===== config.mk =====
export PLATFORM = sky130hd
export DESIGN_NAME = bcfw_top
export DESIGN_NICKNAME = d
export VERILOG_FILES = /design/src/design/bcfw_pkg.sv /design/src/design/bcfw_frame_timer.sv /design/src/design/bcfw_top.sv
export SDC_FILE = /design/constraint.sdc
export NUM_CORES = 1
export LEC_CHECK = 0
export ABC_AREA = 1
export BUFFER_PORTS_ARGS = -buffer_cell sky130_fd_sc_hd__buf_2
export CORE_UTILIZATION = 48
export CTS_CLUSTER_DIAMETER = 80
export CTS_CLUSTER_SIZE = 30
export DETAILED_ROUTE_END_ITERATION = 10
export HOLD_SLACK_MARGIN = 0.06
export PLACE_DENSITY_LB_ADDON = 0.08
export SYNTH_ARGS = -nofsm -noshare
export SYNTH_HDL_FRONTEND = slang
export SYNTH_SLANG_ARGS = --single-unit

===== constraint.sdc =====
create_clock -name aclk -period 2.6 [get_ports aclk]
set_input_delay 0.39 -clock aclk [delete_from_list [all_inputs] [get_ports aclk]]
set_output_delay 0.39 -clock aclk [all_outputs]
set_load 0.01 [all_outputs]

===== src/design/bcfw_pkg.sv =====
// Shared constants and state types for the frame watchdog / sync data block.
// Assumes a single 200 MHz clock and a synchronous active-low reset.
`default_nettype none
package bcfw_pkg;
  // Register byte offsets
  localparam logic [7:0] ADDR_CONFIG = 8'h00;
  localparam logic [7:0] ADDR_INT_STATUS = 8'h04;
  localparam logic [7:0] ADDR_INT_MASK = 8'h08;
  localparam logic [7:0] ADDR_FRAME_COUNT = 8'h0C;
  // Configuration field positions
  localparam int CFG_WATCHDOG_BIT = 4;
  localparam int CFG_SYNC_SRC_BIT = 3;
  localparam int CFG_EVEN_SYNC_BIT = 2;
  // Interrupt status / mask field positions
  localparam int INT_EOF_BIT = 0;
  // Control word bit that selects the time base as sync data
  localparam int CTRL_SEND_TIME_BIT = 15;
  // Reset values
  localparam logic RST_WATCHDOG = 1'b0;
  localparam logic RST_SYNC_SRC = 1'b0;
  localparam logic RST_EVEN_SYNC = 1'b0;
  localparam logic RST_EOF_MASK = 1'b0;
  localparam logic [15:0] RST_FRAME_COUNT = 16'h0000;
  // AXI responses
  localparam logic [1:0] RESP_OKAY = 2'h0;
  localparam logic [1:0] RESP_SLVERR = 2'h2;
  // Frame timer decrement period
  localparam int CLK_PERIOD_PS = 5000;
  localparam int FRAME_TICK_PS = 1000000;
  localparam int FRAME_TICK_CYCLES = FRAME_TICK_PS / CLK_PERIOD_PS;
  localparam logic [7:0] TICK_LAST = 8'(FRAME_TICK_CYCLES - 1);

  typedef struct packed {
    logic [15:0] count;
    logic [7:0] div;
    logic expire;
  } bcfw_timer_s;

  typedef struct packed {
    logic awready;
    logic wready;
    logic bvalid;
    logic [1:0] bresp;
    logic arready;
    logic rvalid;
    logic [1:0] rresp;
    logic [31:0] rdata;
    logic aw_got;
    logic w_got;
    logic [7:0] waddr;
    logic [31:0] wdata;
    logic [3:0] wstrb;
    logic frame_watchdog_enable;
    logic sync_time_source_enable;
    logic even_sync_value;
    logic eof_status;
    logic eof_mask;
    logic irq;
    logic [15:0] mode_data;
    logic mode_valid;
    logic wr_en;
    logic [15:0] wr_addr;
    logic [15:0] wr_data;
  } bcfw_state_s;
endpackage
`default_nettype wire


===== src/design/bcfw_frame_timer.sv =====
// Frame timer: loadable down-counter stepped once per microsecond.
// Assumes the load pulse and value come from the message sequencer.
`default_nettype none
module bcfw_frame_timer (
  // Clock and reset
  input wire logic aclk,
  input wire logic aresetn,
  // Reload from the sequencer
  input wire logic load,
  input wire logic [15:0] load_value,
  // Timer state
  output logic [15:0] count,
  output logic expire
);
  bcfw_pkg::bcfw_timer_s s_reg;
  bcfw_pkg::bcfw_timer_s s_next;

  // Divider, countdown and expiry pulse
  always_comb
  begin
    s_next = s_reg;
    s_next.expire = 1'b0;
    if (load)
    begin
      s_next.count = load_value;
      s_next.div = 8'h00;
    end
    else
    begin
      s_next.div = (s_reg.div == bcfw_pkg::TICK_LAST) ? 8'h00 : s_reg.div + 8'h01;
      // Holds at zero so one load yields one expiry
      if (s_reg.div == bcfw_pkg::TICK_LAST && s_reg.count != 16'h0000)
      begin
        s_next.count = s_reg.count - 16'h0001;
        s_next.expire = (s_reg.count == 16'h0001);
      end
    end
  end

  // State register
  always_ff @(posedge aclk)
  begin
    if (!aresetn)
    begin
      s_reg <= '0;
      s_reg.count <= bcfw_pkg::RST_FRAME_COUNT;
    end
    else
    begin
      s_reg <= s_next;
    end
  end

  assign count = s_reg.count;
  assign expire = s_reg.expire;
endmodule
`default_nettype wire


===== src/design/bcfw_top.sv =====
// Frame watchdog and sync-with-data source selection, with AXI4-Lite registers.
// Assumes the sequencer supplies message words and takes mode data back.
//
// How it works
// - With the watchdog and end-of-frame interrupt enabled, expiry of the frame timer sets EOF.
// - The sync source enable changes only the sync-with-data mode command data.
// - Sync enabled with control bit 15 low takes data from the message block at the pointer.
// - Sync enabled with control bit 15 high sends the low 16 bits of the time base.
// - A sent time base value is also written to the message block at the pointer.
// - Sync disabled always takes data from the message block whatever bit 15 is.
// - With even sync set, the sent time value has its LSB forced to zero.
// - With even sync clear, the time value goes out unchanged.
`default_nettype none
module bcfw_top (
  // Clock and reset
  input wire logic aclk,
  input wire logic aresetn,
  // AXI4-Lite write address and data
  input wire logic [7:0] s_axi_awaddr,
  input wire logic s_axi_awvalid,
  output logic s_axi_awready,
  input wire logic [31:0] s_axi_wdata,
  input wire logic [3:0] s_axi_wstrb,
  input wire logic s_axi_wvalid,
  output logic s_axi_wready,
  // AXI4-Lite write response
  output logic [1:0] s_axi_bresp,
  output logic s_axi_bvalid,
  input wire logic s_axi_bready,
  // AXI4-Lite read
  input wire logic [7:0] s_axi_araddr,
  input wire logic s_axi_arvalid,
  output logic s_axi_arready,
  output logic [31:0] s_axi_rdata,
  output logic [1:0] s_axi_rresp,
  output logic s_axi_rvalid,
  input wire logic s_axi_rready,
  // Frame time reload from the sequencer
  input wire logic load_frame_time_op,
  input wire logic [15:0] frame_time_value,
  // Mode data request from the sequencer
  input wire logic mode_data_req,
  input wire logic sync_with_data_mode_cmd,
  input wire logic [15:0] ctrl_word,
  input wire logic [15:0] data_ptr,
  input wire logic [15:0] msg_data_word,
  input wire logic [31:0] time_base,
  // Mode data result
  output logic [15:0] mode_data,
  output logic mode_data_valid,
  // Write-back into the message data block
  output logic msg_wr_en,
  output logic [15:0] msg_wr_addr,
  output logic [15:0] msg_wr_data,
  // Interrupt
  output logic irq
);
  bcfw_pkg::bcfw_state_s s_reg;
  bcfw_pkg::bcfw_state_s s_next;
  logic [15:0] frame_count;
  logic frame_expire;
  logic send_time_in_sync_cmd;
  logic use_time;

  // Force the LSB low when even sync is requested
  function automatic logic [15:0] even_fix(input logic [15:0] value, input logic even);
    even_fix = even ? {value[15:1], 1'b0} : value;
  endfunction

  // Register address is mapped
  function automatic logic addr_mapped(input logic [7:0] addr);
    addr_mapped = (addr == bcfw_pkg::ADDR_CONFIG) || (addr == bcfw_pkg::ADDR_INT_STATUS) ||
                  (addr == bcfw_pkg::ADDR_INT_MASK) || (addr == bcfw_pkg::ADDR_FRAME_COUNT);
  endfunction

  // Frame timer, reloaded only by the sequencer's load step
  bcfw_frame_timer u_timer (
    .aclk(aclk),
    .aresetn(aresetn),
    .load(load_frame_time_op),
    .load_value(frame_time_value),
    .count(frame_count),
    .expire(frame_expire)
  );

  // Time base chosen only for the sync command with bit 15 set
  assign send_time_in_sync_cmd = ctrl_word[bcfw_pkg::CTRL_SEND_TIME_BIT];
  assign use_time = sync_with_data_mode_cmd && s_reg.sync_time_source_enable &&
                    send_time_in_sync_cmd;

  // Bus slave, configuration, interrupt and mode data next state
  always_comb
  begin
    logic clear_eof;
    logic [7:0] raddr;
    clear_eof = 1'b0;
    raddr = s_axi_araddr;
    s_next = s_reg;

    // Address and data may arrive in either order
    if (s_reg.awready && s_axi_awvalid)
    begin
      s_next.aw_got = 1'b1;
      s_next.waddr = s_axi_awaddr;
    end
    if (s_reg.wready && s_axi_wvalid)
    begin
      s_next.w_got = 1'b1;
      s_next.wdata = s_axi_wdata;
      s_next.wstrb = s_axi_wstrb;
    end
    if (s_reg.bvalid && s_axi_bready)
    begin
      s_next.bvalid = 1'b0;
    end

    // Commit once both halves are held
    if (s_reg.aw_got && s_reg.w_got && !s_reg.bvalid)
    begin
      s_next.aw_got = 1'b0;
      s_next.w_got = 1'b0;
      s_next.bvalid = 1'b1;
      s_next.bresp = addr_mapped(s_reg.waddr) ? bcfw_pkg::RESP_OKAY : bcfw_pkg::RESP_SLVERR;
      if (s_reg.wstrb[0])
      begin
        if (s_reg.waddr == bcfw_pkg::ADDR_CONFIG)
        begin
          s_next.frame_watchdog_enable = s_reg.wdata[bcfw_pkg::CFG_WATCHDOG_BIT];
          s_next.sync_time_source_enable = s_reg.wdata[bcfw_pkg::CFG_SYNC_SRC_BIT];
          s_next.even_sync_value = s_reg.wdata[bcfw_pkg::CFG_EVEN_SYNC_BIT];
        end
        if (s_reg.waddr == bcfw_pkg::ADDR_INT_MASK)
        begin
          s_next.eof_mask = s_reg.wdata[bcfw_pkg::INT_EOF_BIT];
        end
      end
    end
    // Ready only while a slot is free, so nothing is dropped
    s_next.awready = !s_next.aw_got && !s_next.bvalid;
    s_next.wready = !s_next.w_got && !s_next.bvalid;

    // Read: answer one cycle after the address is taken
    if (s_reg.rvalid && s_axi_rready)
    begin
      s_next.rvalid = 1'b0;
    end
    if (s_reg.arready && s_axi_arvalid)
    begin
      s_next.rvalid = 1'b1;
      s_next.rdata = 32'h0000_0000;
      s_next.rresp = addr_mapped(raddr) ? bcfw_pkg::RESP_OKAY : bcfw_pkg::RESP_SLVERR;
      unique case (raddr)
        bcfw_pkg::ADDR_CONFIG:
        begin
          s_next.rdata[bcfw_pkg::CFG_WATCHDOG_BIT] = s_reg.frame_watchdog_enable;
          s_next.rdata[bcfw_pkg::CFG_SYNC_SRC_BIT] = s_reg.sync_time_source_enable;
          s_next.rdata[bcfw_pkg::CFG_EVEN_SYNC_BIT] = s_reg.even_sync_value;
        end
        bcfw_pkg::ADDR_INT_STATUS:
        begin
          s_next.rdata[bcfw_pkg::INT_EOF_BIT] = s_reg.eof_status;
          clear_eof = 1'b1; // Read clears
        end
        bcfw_pkg::ADDR_INT_MASK:
        begin
          s_next.rdata[bcfw_pkg::INT_EOF_BIT] = s_reg.eof_mask;
        end
        bcfw_pkg::ADDR_FRAME_COUNT:
        begin
          s_next.rdata[15:0] = frame_count;
        end
        default:
        begin
          s_next.rdata = 32'h0000_0000;
        end
      endcase
    end
    s_next.arready = !s_next.rvalid;

    // End-of-frame pending; a new expiry wins over the read clear
    if (clear_eof)
    begin
      s_next.eof_status = 1'b0;
    end
    if (frame_expire && s_reg.frame_watchdog_enable && s_reg.eof_mask)
    begin
      s_next.eof_status = 1'b1;
    end
    s_next.irq = s_next.eof_status && s_next.eof_mask;

    // Mode data source selection, one-cycle result
    s_next.mode_valid = 1'b0;
    s_next.wr_en = 1'b0;
    if (mode_data_req)
    begin
      s_next.mode_valid = 1'b1;
      if (use_time)
      begin
        // Low half only, also for a 32-bit time base
        s_next.mode_data = even_fix(time_base[15:0], s_reg.even_sync_value);
        s_next.wr_en = 1'b1;
        s_next.wr_addr = data_ptr;
        s_next.wr_data = even_fix(time_base[15:0], s_reg.even_sync_value);
      end
      else
      begin
        s_next.mode_data = msg_data_word;
      end
    end
  end

  // State register
  always_ff @(posedge aclk)
  begin
    if (!aresetn)
    begin
      s_reg <= '0;
      s_reg.frame_watchdog_enable <= bcfw_pkg::RST_WATCHDOG;
      s_reg.sync_time_source_enable <= bcfw_pkg::RST_SYNC_SRC;
      s_reg.even_sync_value <= bcfw_pkg::RST_EVEN_SYNC;
      s_reg.eof_mask <= bcfw_pkg::RST_EOF_MASK;
    end
    else
    begin
      s_reg <= s_next;
    end
  end

  // Outputs straight from the state register
  assign s_axi_awready = s_reg.awready;
  assign s_axi_wready = s_reg.wready;
  assign s_axi_bvalid = s_reg.bvalid;
  assign s_axi_bresp = s_reg.bresp;
  assign s_axi_arready = s_reg.arready;
  assign s_axi_rvalid = s_reg.rvalid;
  assign s_axi_rresp = s_reg.rresp;
  assign s_axi_rdata = s_reg.rdata;
  assign mode_data = s_reg.mode_data;
  assign mode_data_valid = s_reg.mode_valid;
  assign msg_wr_en = s_reg.wr_en;
  assign msg_wr_addr = s_reg.wr_addr;
  assign msg_wr_data = s_reg.wr_data;
  assign irq = s_reg.irq;
endmodule
`default_nettype wire


==> out/summary.md, run 1 <==
The die covers 12170 um2. For the final number of hold-violating endpoints, the log shows 0. The clock transition time at the flip-flop clock pins of the worst setup and hold paths works out to 50 ps. The share of cells above drive strength 1 is 0.2580, and the global placement routability congestion is 0.8715. In this run the power density over the cells is 728.6 nW/um2. Counting every instance in the synthesized netlist gives 769. For the number of global-route vias before repair, the log shows 4307. For the number of slew-limit violations in the final report, the log shows 0. Hold repair after CTS inserted 0 buffers. In this run, CTS created clock tree buffers numbering 17. Number of endpoints failing setup at the final stage: 0. TritonCTS built the clock tree.

The timing-limited maximum frequency was 532.7 MHz; the count of maximum capacitance violations was 0. The clock latency at the later pin of the worst-skew pair came out at 420 ps. The worst relative slew slack was 0.6317. Sorting the synthesized cells by area gives the leading types as sky130_fd_sc_hd__dfxtp_1 (42%), sky130_fd_sc_hd__buf_4 (12%), sky130_fd_sc_hd__nand2_1 (9.6%). The library cell used most frequently in the layout, excluding fill and tap cells, is sky130_fd_sc_hd__buf_2.

The type of the worst setup path was register to register. Summed over all layers, the global routing overflow is 0. The synthesized netlist contains 39 unique library cells.

After the last flow step, the layout net total stands at 1024. The number of post-CTS setup repair buffers is 0. The synthesized design contains 119 register bits.

The average detailed-routed wire length per instance came out at 12.75 um. Among cell families on the critical path, the largest total delay comes from simple AND/OR/NAND/NOR gates. The post-detailed-route count of antenna-violating nets was 0; the via density per instance was 4.848.

The die extent in y was 110.3 um; the required time at the endpoint of the critical path was 2960 ps. The part of the cycle the worst path needs came out at 0.7220. In the layout the commonest cells are sky130_fd_sc_hd__buf_2 (169), sky130_fd_sc_hd__nand2_1 (144), sky130_fd_sc_hd__dfxtp_1 (119). Number of flip-flops under the largest register name: 20. For the pin with the worst max-slew slack, the measured transition is 551.7 ps. The synthesized netlist occupies a cell area of 5634 um2.

Share of Yosys cell area claimed by the top area cell type: 0.4228. The clock passes through at most 2 buffers. The logs give 0.003171 uW for the standby leakage power and 9.164 mm for the half-perimeter wire length after placement.

The floorplan has 39 rows. The data arrival time of the critical path is 2240 ps. The tree is rooted in a sky130_fd_sc_hd__clkbuf_16. Hold is met by 197.0 ps. The run gives 0 as the total number of yosys warnings. The worst ir drop on vdd is 481.7 uV. The layout-stage area growth over the synthesis result is 16.88%, and the shortest period the worst path allows is 1877 ps. The worst setup path is captured at a register. The number of buffers and inverters on the critical path is 2.

The cell at the slowest stage of the critical path is sky130_fd_sc_hd__dfxtp_1. Averaged over all synthesized cells, the footprint is 7.327 um2. The critical path startpoint category is a register. The total of buffers placed on input and output ports was 169. The run finished with clean final reports. The tools report the DRC violation count after routing as 0. Setup repair after global routing left no endpoint under its margin. The chip width was 110.3 um. sky130_fd_sc_hd__dfxtp_1 takes more of the synthesized area than any other cell.

The initial core utilization came out at 0.4934. The overall power of the completed layout was 4798 uW. 250 I/O pins were placed. The logs give 0.4228 for the part of the Yosys area used for sequential elements and 19.91 mm for the wire length of the first global-routing pass. The number of detailed-route iterations in the first pass was 4; the number of gates resized after CTS was 0. The logs give 1094 for the filler cell count in the final layout and 0 for the initial antenna violation count. For the final routed database, the setup TNS stands at 0 ps.

The total global routing track utilization was 0.2148. The number of clock sinks is 119, and the maximum cell stage delay along the critical path is 440 ps. Traced cell by cell, the critical path runs through inv_1 -> ha_1 -> nand2_2 -> nor2_4 -> nand2_2 -> nand2_4 -> nor2_1 -> nand2_1 -> nand3_1 -> nand2_1 -> inv_1. Across all layers, the routed design uses 4940 vias. The H-tree level count is 4.

The region available for standard cell placement spans 11420 um2. The run gives 5.495 ps as the final worst clock skew. The number of antenna diodes in the final layout is 0. The path class of the tightest hold or removal check is input pin to register. The maximum number of pins on one net before global-route repair is 42, and the critical-path maximum fanout is 7. In this run, the number of DRC markers left after iteration 0 of detailed routing was 305. The tools report the overall routed net length as 13.00 mm.
[metrics by stage]
| stage | instances | cell area (um2) | utilization | worst slack [ps] |
|---|---|---|---|---|
| global route | 1019 | 6585 | 0.5767 | 551.1 |
| CTS | 1019 | 6585 | 0.5767 | 731.2 |
| finish | 1019 | 6585 | 0.5767 | 722.7 |
| floorplan | 786 | 5698 | - | 1083 |
| global placement | 987 | 5972 | 0.5230 | 724.8 |
| detailed placement | 987 | 5972 | 0.5230 | 707.6 |
[Yosys cell counts, drive strengths merged]
cell    instances
nand2         148
dfxtp         119
nor2          110
buf            94
o21ai          61
inv            59
a21oi          50
nand3          45
clkbuf         20
a31oi          18
nor3           11
nand4           5
nor3b           4
xor2            4
ha              3
nor4            3
o211ai          3
xnor2           3
nand3b          2
or2             2
and2            1
clkinv          1
conb            1
mux2i           1
o211a           1
[final cells by class]
type                    count  area, um2  area share
well taps                 143      178.9     0.02717
clock inverters            14      173.9     0.02641
multi-input cells         493       2312      0.3511
flip-flops and latches    119       2382      0.3618
clock buffers              18      439.2     0.06669
repair buffers            172      868.3      0.1319
inverters                  60      230.2     0.03496
[cell families (layout without fill, tap and decap cells)]
family                     count (synthesis)  in the layout  synth area share
AOI/OAI and AO/OA                        133            133            0.1257
adders and majority gates                  3              3          0.006663
other                                      1             18         0.0006656
DFF                                      119            119            0.4228
xor gates and xnor gates                   7              7           0.01088
buffers and inverters                    174            264            0.1785
and+or+nand+nor                          331            331            0.2529
muxes                                      1              1          0.001777
[tightest hold or removal path, cell delays in order]
cell	delay, ps
sky130_fd_sc_hd__buf_2	80
sky130_fd_sc_hd__nor2_1	30
sky130_fd_sc_hd__nor2_1	80
[metal layers]
layer | GRT usage | part of all wire | vias to the layer above
met1 | 0.2831 | 0.48 | 2197
met2 | 0.3190 | 0.44 | 151
met5 | 0 | 0 | -
met3 | 0.06290 | 0.058 | 17
li1 | - | - | 2575
met4 | 0.1062 | 0.018 | 0
[power by group]
group / switching, uW / total (uW) / leakage (uW) / internal (uW)
combinational: 263 / 440 / 0.00191 / 176
sequential: 56.5 / 1960 / 0.000972 / 1900
clock: 864 / 2400 / 0.000289 / 1540
[path summary, 6_finish.rpt]
path / startpoint / end / slack [ps] / depth (start not counted)
worst max-delay path: u_timer.count[0]$_SDFFE_PN0P_ / u_timer.count[14]$_SDFFE_PN0P_ / 720 / 11
worst min-delay path: data_ptr[13] / msg_wr_addr[13]$_SDFFE_PN0P_ / 200 / 3
worst max register to register: u_timer.count[0]$_SDFFE_PN0P_ / u_timer.count[14]$_SDFFE_PN0P_ / 720 / 11
worst min register to register: u_timer.s_reg[1]$_SDFF_PP0_ / u_timer.s_reg[1]$_SDFF_PP0_ / 450 / 1
Power figures use the tool's default switching activity.
==> run 2, diff against run 1 <==
CORE_UTILIZATION = 43   (was 48)
clock period = 1.6 ns   (was 2.6 ns; I/O delays follow)
==> out/summary.md, run 2 (synthesis gave the netlist of run 1 again) <==
TritonCTS built the clock tree. The residual overflow from global routing came out at 0. The path depth of the worst reg2reg path was 11; the clock transition time at the flip-flop clock pins of the worst setup and hold paths was 50 ps.

The root buffer cell chosen for the clock tree is sky130_fd_sc_hd__clkbuf_16. In this run, the number of DRC markers left after iteration 0 of detailed routing was 285. The run finished with clean final reports. In this run the power density over the cells is 1095 nW/um2. The path class of the lowest-slack min-delay path is input pin to register. Counting the buffers created by CTS gives 17. The critical path startpoint category was a register.

The tools report the number of antenna diodes as 0. Leaving out fill and tap cells, the most frequent cells in the layout are sky130_fd_sc_hd__buf_2 (169), sky130_fd_sc_hd__nand2_1 (144), sky130_fd_sc_hd__dfxtp_1 (119). Measured along the x axis, the die boundary spans 116.5 um. Routed signal wires occupy layers up through met4.

Data arrives at the worst endpoint at 1800 ps. The tools report the kind of end point of the critical path as a register. Data on the critical path is required at its endpoint by 1910 ps. The run gives 1317 as the filler cell count in the final layout. The initial core utilization is 0.4429, and the routed wire length on met3 is 1.077 mm.

The average detailed-routed wire length per instance was 13.07 um. The worst relative slew slack came out at 0.6297. At the end of routability-driven placement, the weighted congestion stood at 0.9042. The post-layout net count is 1063.

In this run the remaining antenna-violating nets after routing total 0. Across the routed clock network, the largest skew measured is 5.438 ps. The most common library cell in the layout ignoring fill and taps was sky130_fd_sc_hd__buf_2. Static timing analysis puts the maximum clock frequency at 670.1 MHz.

The detailed-route wire length on metal 1 was 6.493 mm; the shortest period the worst path allows was 1492 ps. The tools report the half-perimeter wire length after placement as 10.49 mm. The tools report the maximum count of clock buffers along a single path as 2. Across all register-to-register paths, the minimum setup slack is 110 ps. The tools report the clock latency at the later pin of the worst-skew pair as 400 ps.

The maximum number of pins on one net before global-route repair is 55. The share of cells above drive strength 1 came out at 0.2787. The final standard cell utilization of the core was 0.5462. H-tree level count: 4. The wire length of the first global-routing pass came out at 21.81 mm.

Once layout is complete, the cells apart from fillers number 1087. The pre-antenna-repair detailed-routing pass consisted of 4 iterations. The run gives 0 as the number of slew-limit violations in the final report. Counting instances, the worst hold path has a depth of 3. For the site row count, the log shows 41. From synthesis to final layout, the design area changed by 23.34%. The via density per instance came out at 4.695.

Type of the worst setup path: register to register. Setup repair after global routing could not meet its margin everywhere. The multi-input combinational cells in the finished layout cover a total of 2336 um2. The number of placed instances with taps included is 1044. Across all layers, the routed design uses 5103 vias. IR analysis of the VDD net gives a maximum drop of 706.6 uV. The initial antenna violation count was 0; the critical-path maximum fanout was 5. The part of the cycle the worst path needs came out at 0.9327. The met2 wire length is 6.456 mm.

The core region is 12720 um2. The register with the most flip-flops in the layout has 20 of them. The number of global-route vias before repair was 4502; the final number of hold-violating endpoints was 0.

The overall routed net length was 14.21 mm; the actual transition at the worst max-transition pin was 554.6 ps. Total of buffers placed on input and output ports: 169. The tools report the number of endpoints failing setup at the final stage as 0.

The top-level I/O count came out at 250. For this design the static power due to leakage is 0.003360 uW. The count of maximum capacitance violations is 0. For the die outline area, the log shows 13560 um2.

The die extent in y works out to 116.5 um. For this run, design rule violations remaining after detail routing come to 0. Summing all flip-flop and latch instances after layout gives 2382 um2. The run gives 119 as the number of clock sinks.

The tools report the total global routing track utilization as 0.2113.
## run 2: per-layer routing
layer,up-vias,global-route usage
li1,2651,-
met5,-,0
met2,165,0.3377
met1,2270,0.2714
met3,17,0.06331
met4,0,0.07094
## run 2: critical path, stage by stage, from the launching register on
cell                      delay (ps)
sky130_fd_sc_hd__dfxtp_1         360
sky130_fd_sc_hd__nor2_1          150
sky130_fd_sc_hd__nand2_1         130
sky130_fd_sc_hd__nor2_4          170
sky130_fd_sc_hd__nand2_2         100
sky130_fd_sc_hd__nand2_4         110
sky130_fd_sc_hd__buf_4           140
sky130_fd_sc_hd__nand3_1          60
sky130_fd_sc_hd__nand2_1          60
sky130_fd_sc_hd__inv_1            30
sky130_fd_sc_hd__nand2_1          50
sky130_fd_sc_hd__inv_1            30
## run 2: repair_timing
| item | CTS | global route |
|---|---|---|
| hold buffers | 11 | 0 |
| buffers inserted | 0 | 0 |
| endpoints found under the hold margin | 11 | 0 |
| setup endpoints to repair | 0 | 16 |
| resized for setup | 0 | 8 |
## run 2: worst paths after layout
| path | startpoint | endpoint |
|---|---|---|
| max | u_timer.count[5]$_SDFFE_PN0P_ | u_timer.count[11]$_SDFFE_PN0P_ |
| min | data_ptr[2] | msg_wr_addr[2]$_SDFFE_PN0P_ |
| max reg2reg | u_timer.count[5]$_SDFFE_PN0P_ | u_timer.count[11]$_SDFFE_PN0P_ |
| min reg2reg | u_timer.s_reg[1]$_SDFF_PP0_ | u_timer.s_reg[1]$_SDFF_PP0_ |
## run 2: where the power goes
part	leakage [uW]	internal [uW]	switching, uW	total [uW]
clock	0.000282	2320	1270	3600
sequential	0.000972	3090	67.1	3160
combinational	0.00211	367	493	859
total	0.00336	5780	1830	7610
## run 2: cell type report
type / count / share of cell area
sequential: 119 / 0.3428
multi-input combinational: 493 / 0.3362
inverter: 60 / 0.03313
timing repair buffer: 211 / 0.1746
clock inverter: 8 / 0.01008
clock buffer: 24 / 0.07220
tap: 172 / 0.03097
## run 2: metrics by stage
stage                     worst slack, ps  cell area [um2]  total power [uW]  hold slack [ps]  setup TNS [ps]
after floorplan                     83.12             5698              3778            374.9               0
after CTS                           49.11             6925              7686            60.69               0
after detailed placement            61.79             6243              4045            441.6               0
after global placement              85.82             6243              4036            430.4               0
after global routing               -14.14             6949              7950            66.55          -35.79
final                               107.7             6949              7612            68.10               0
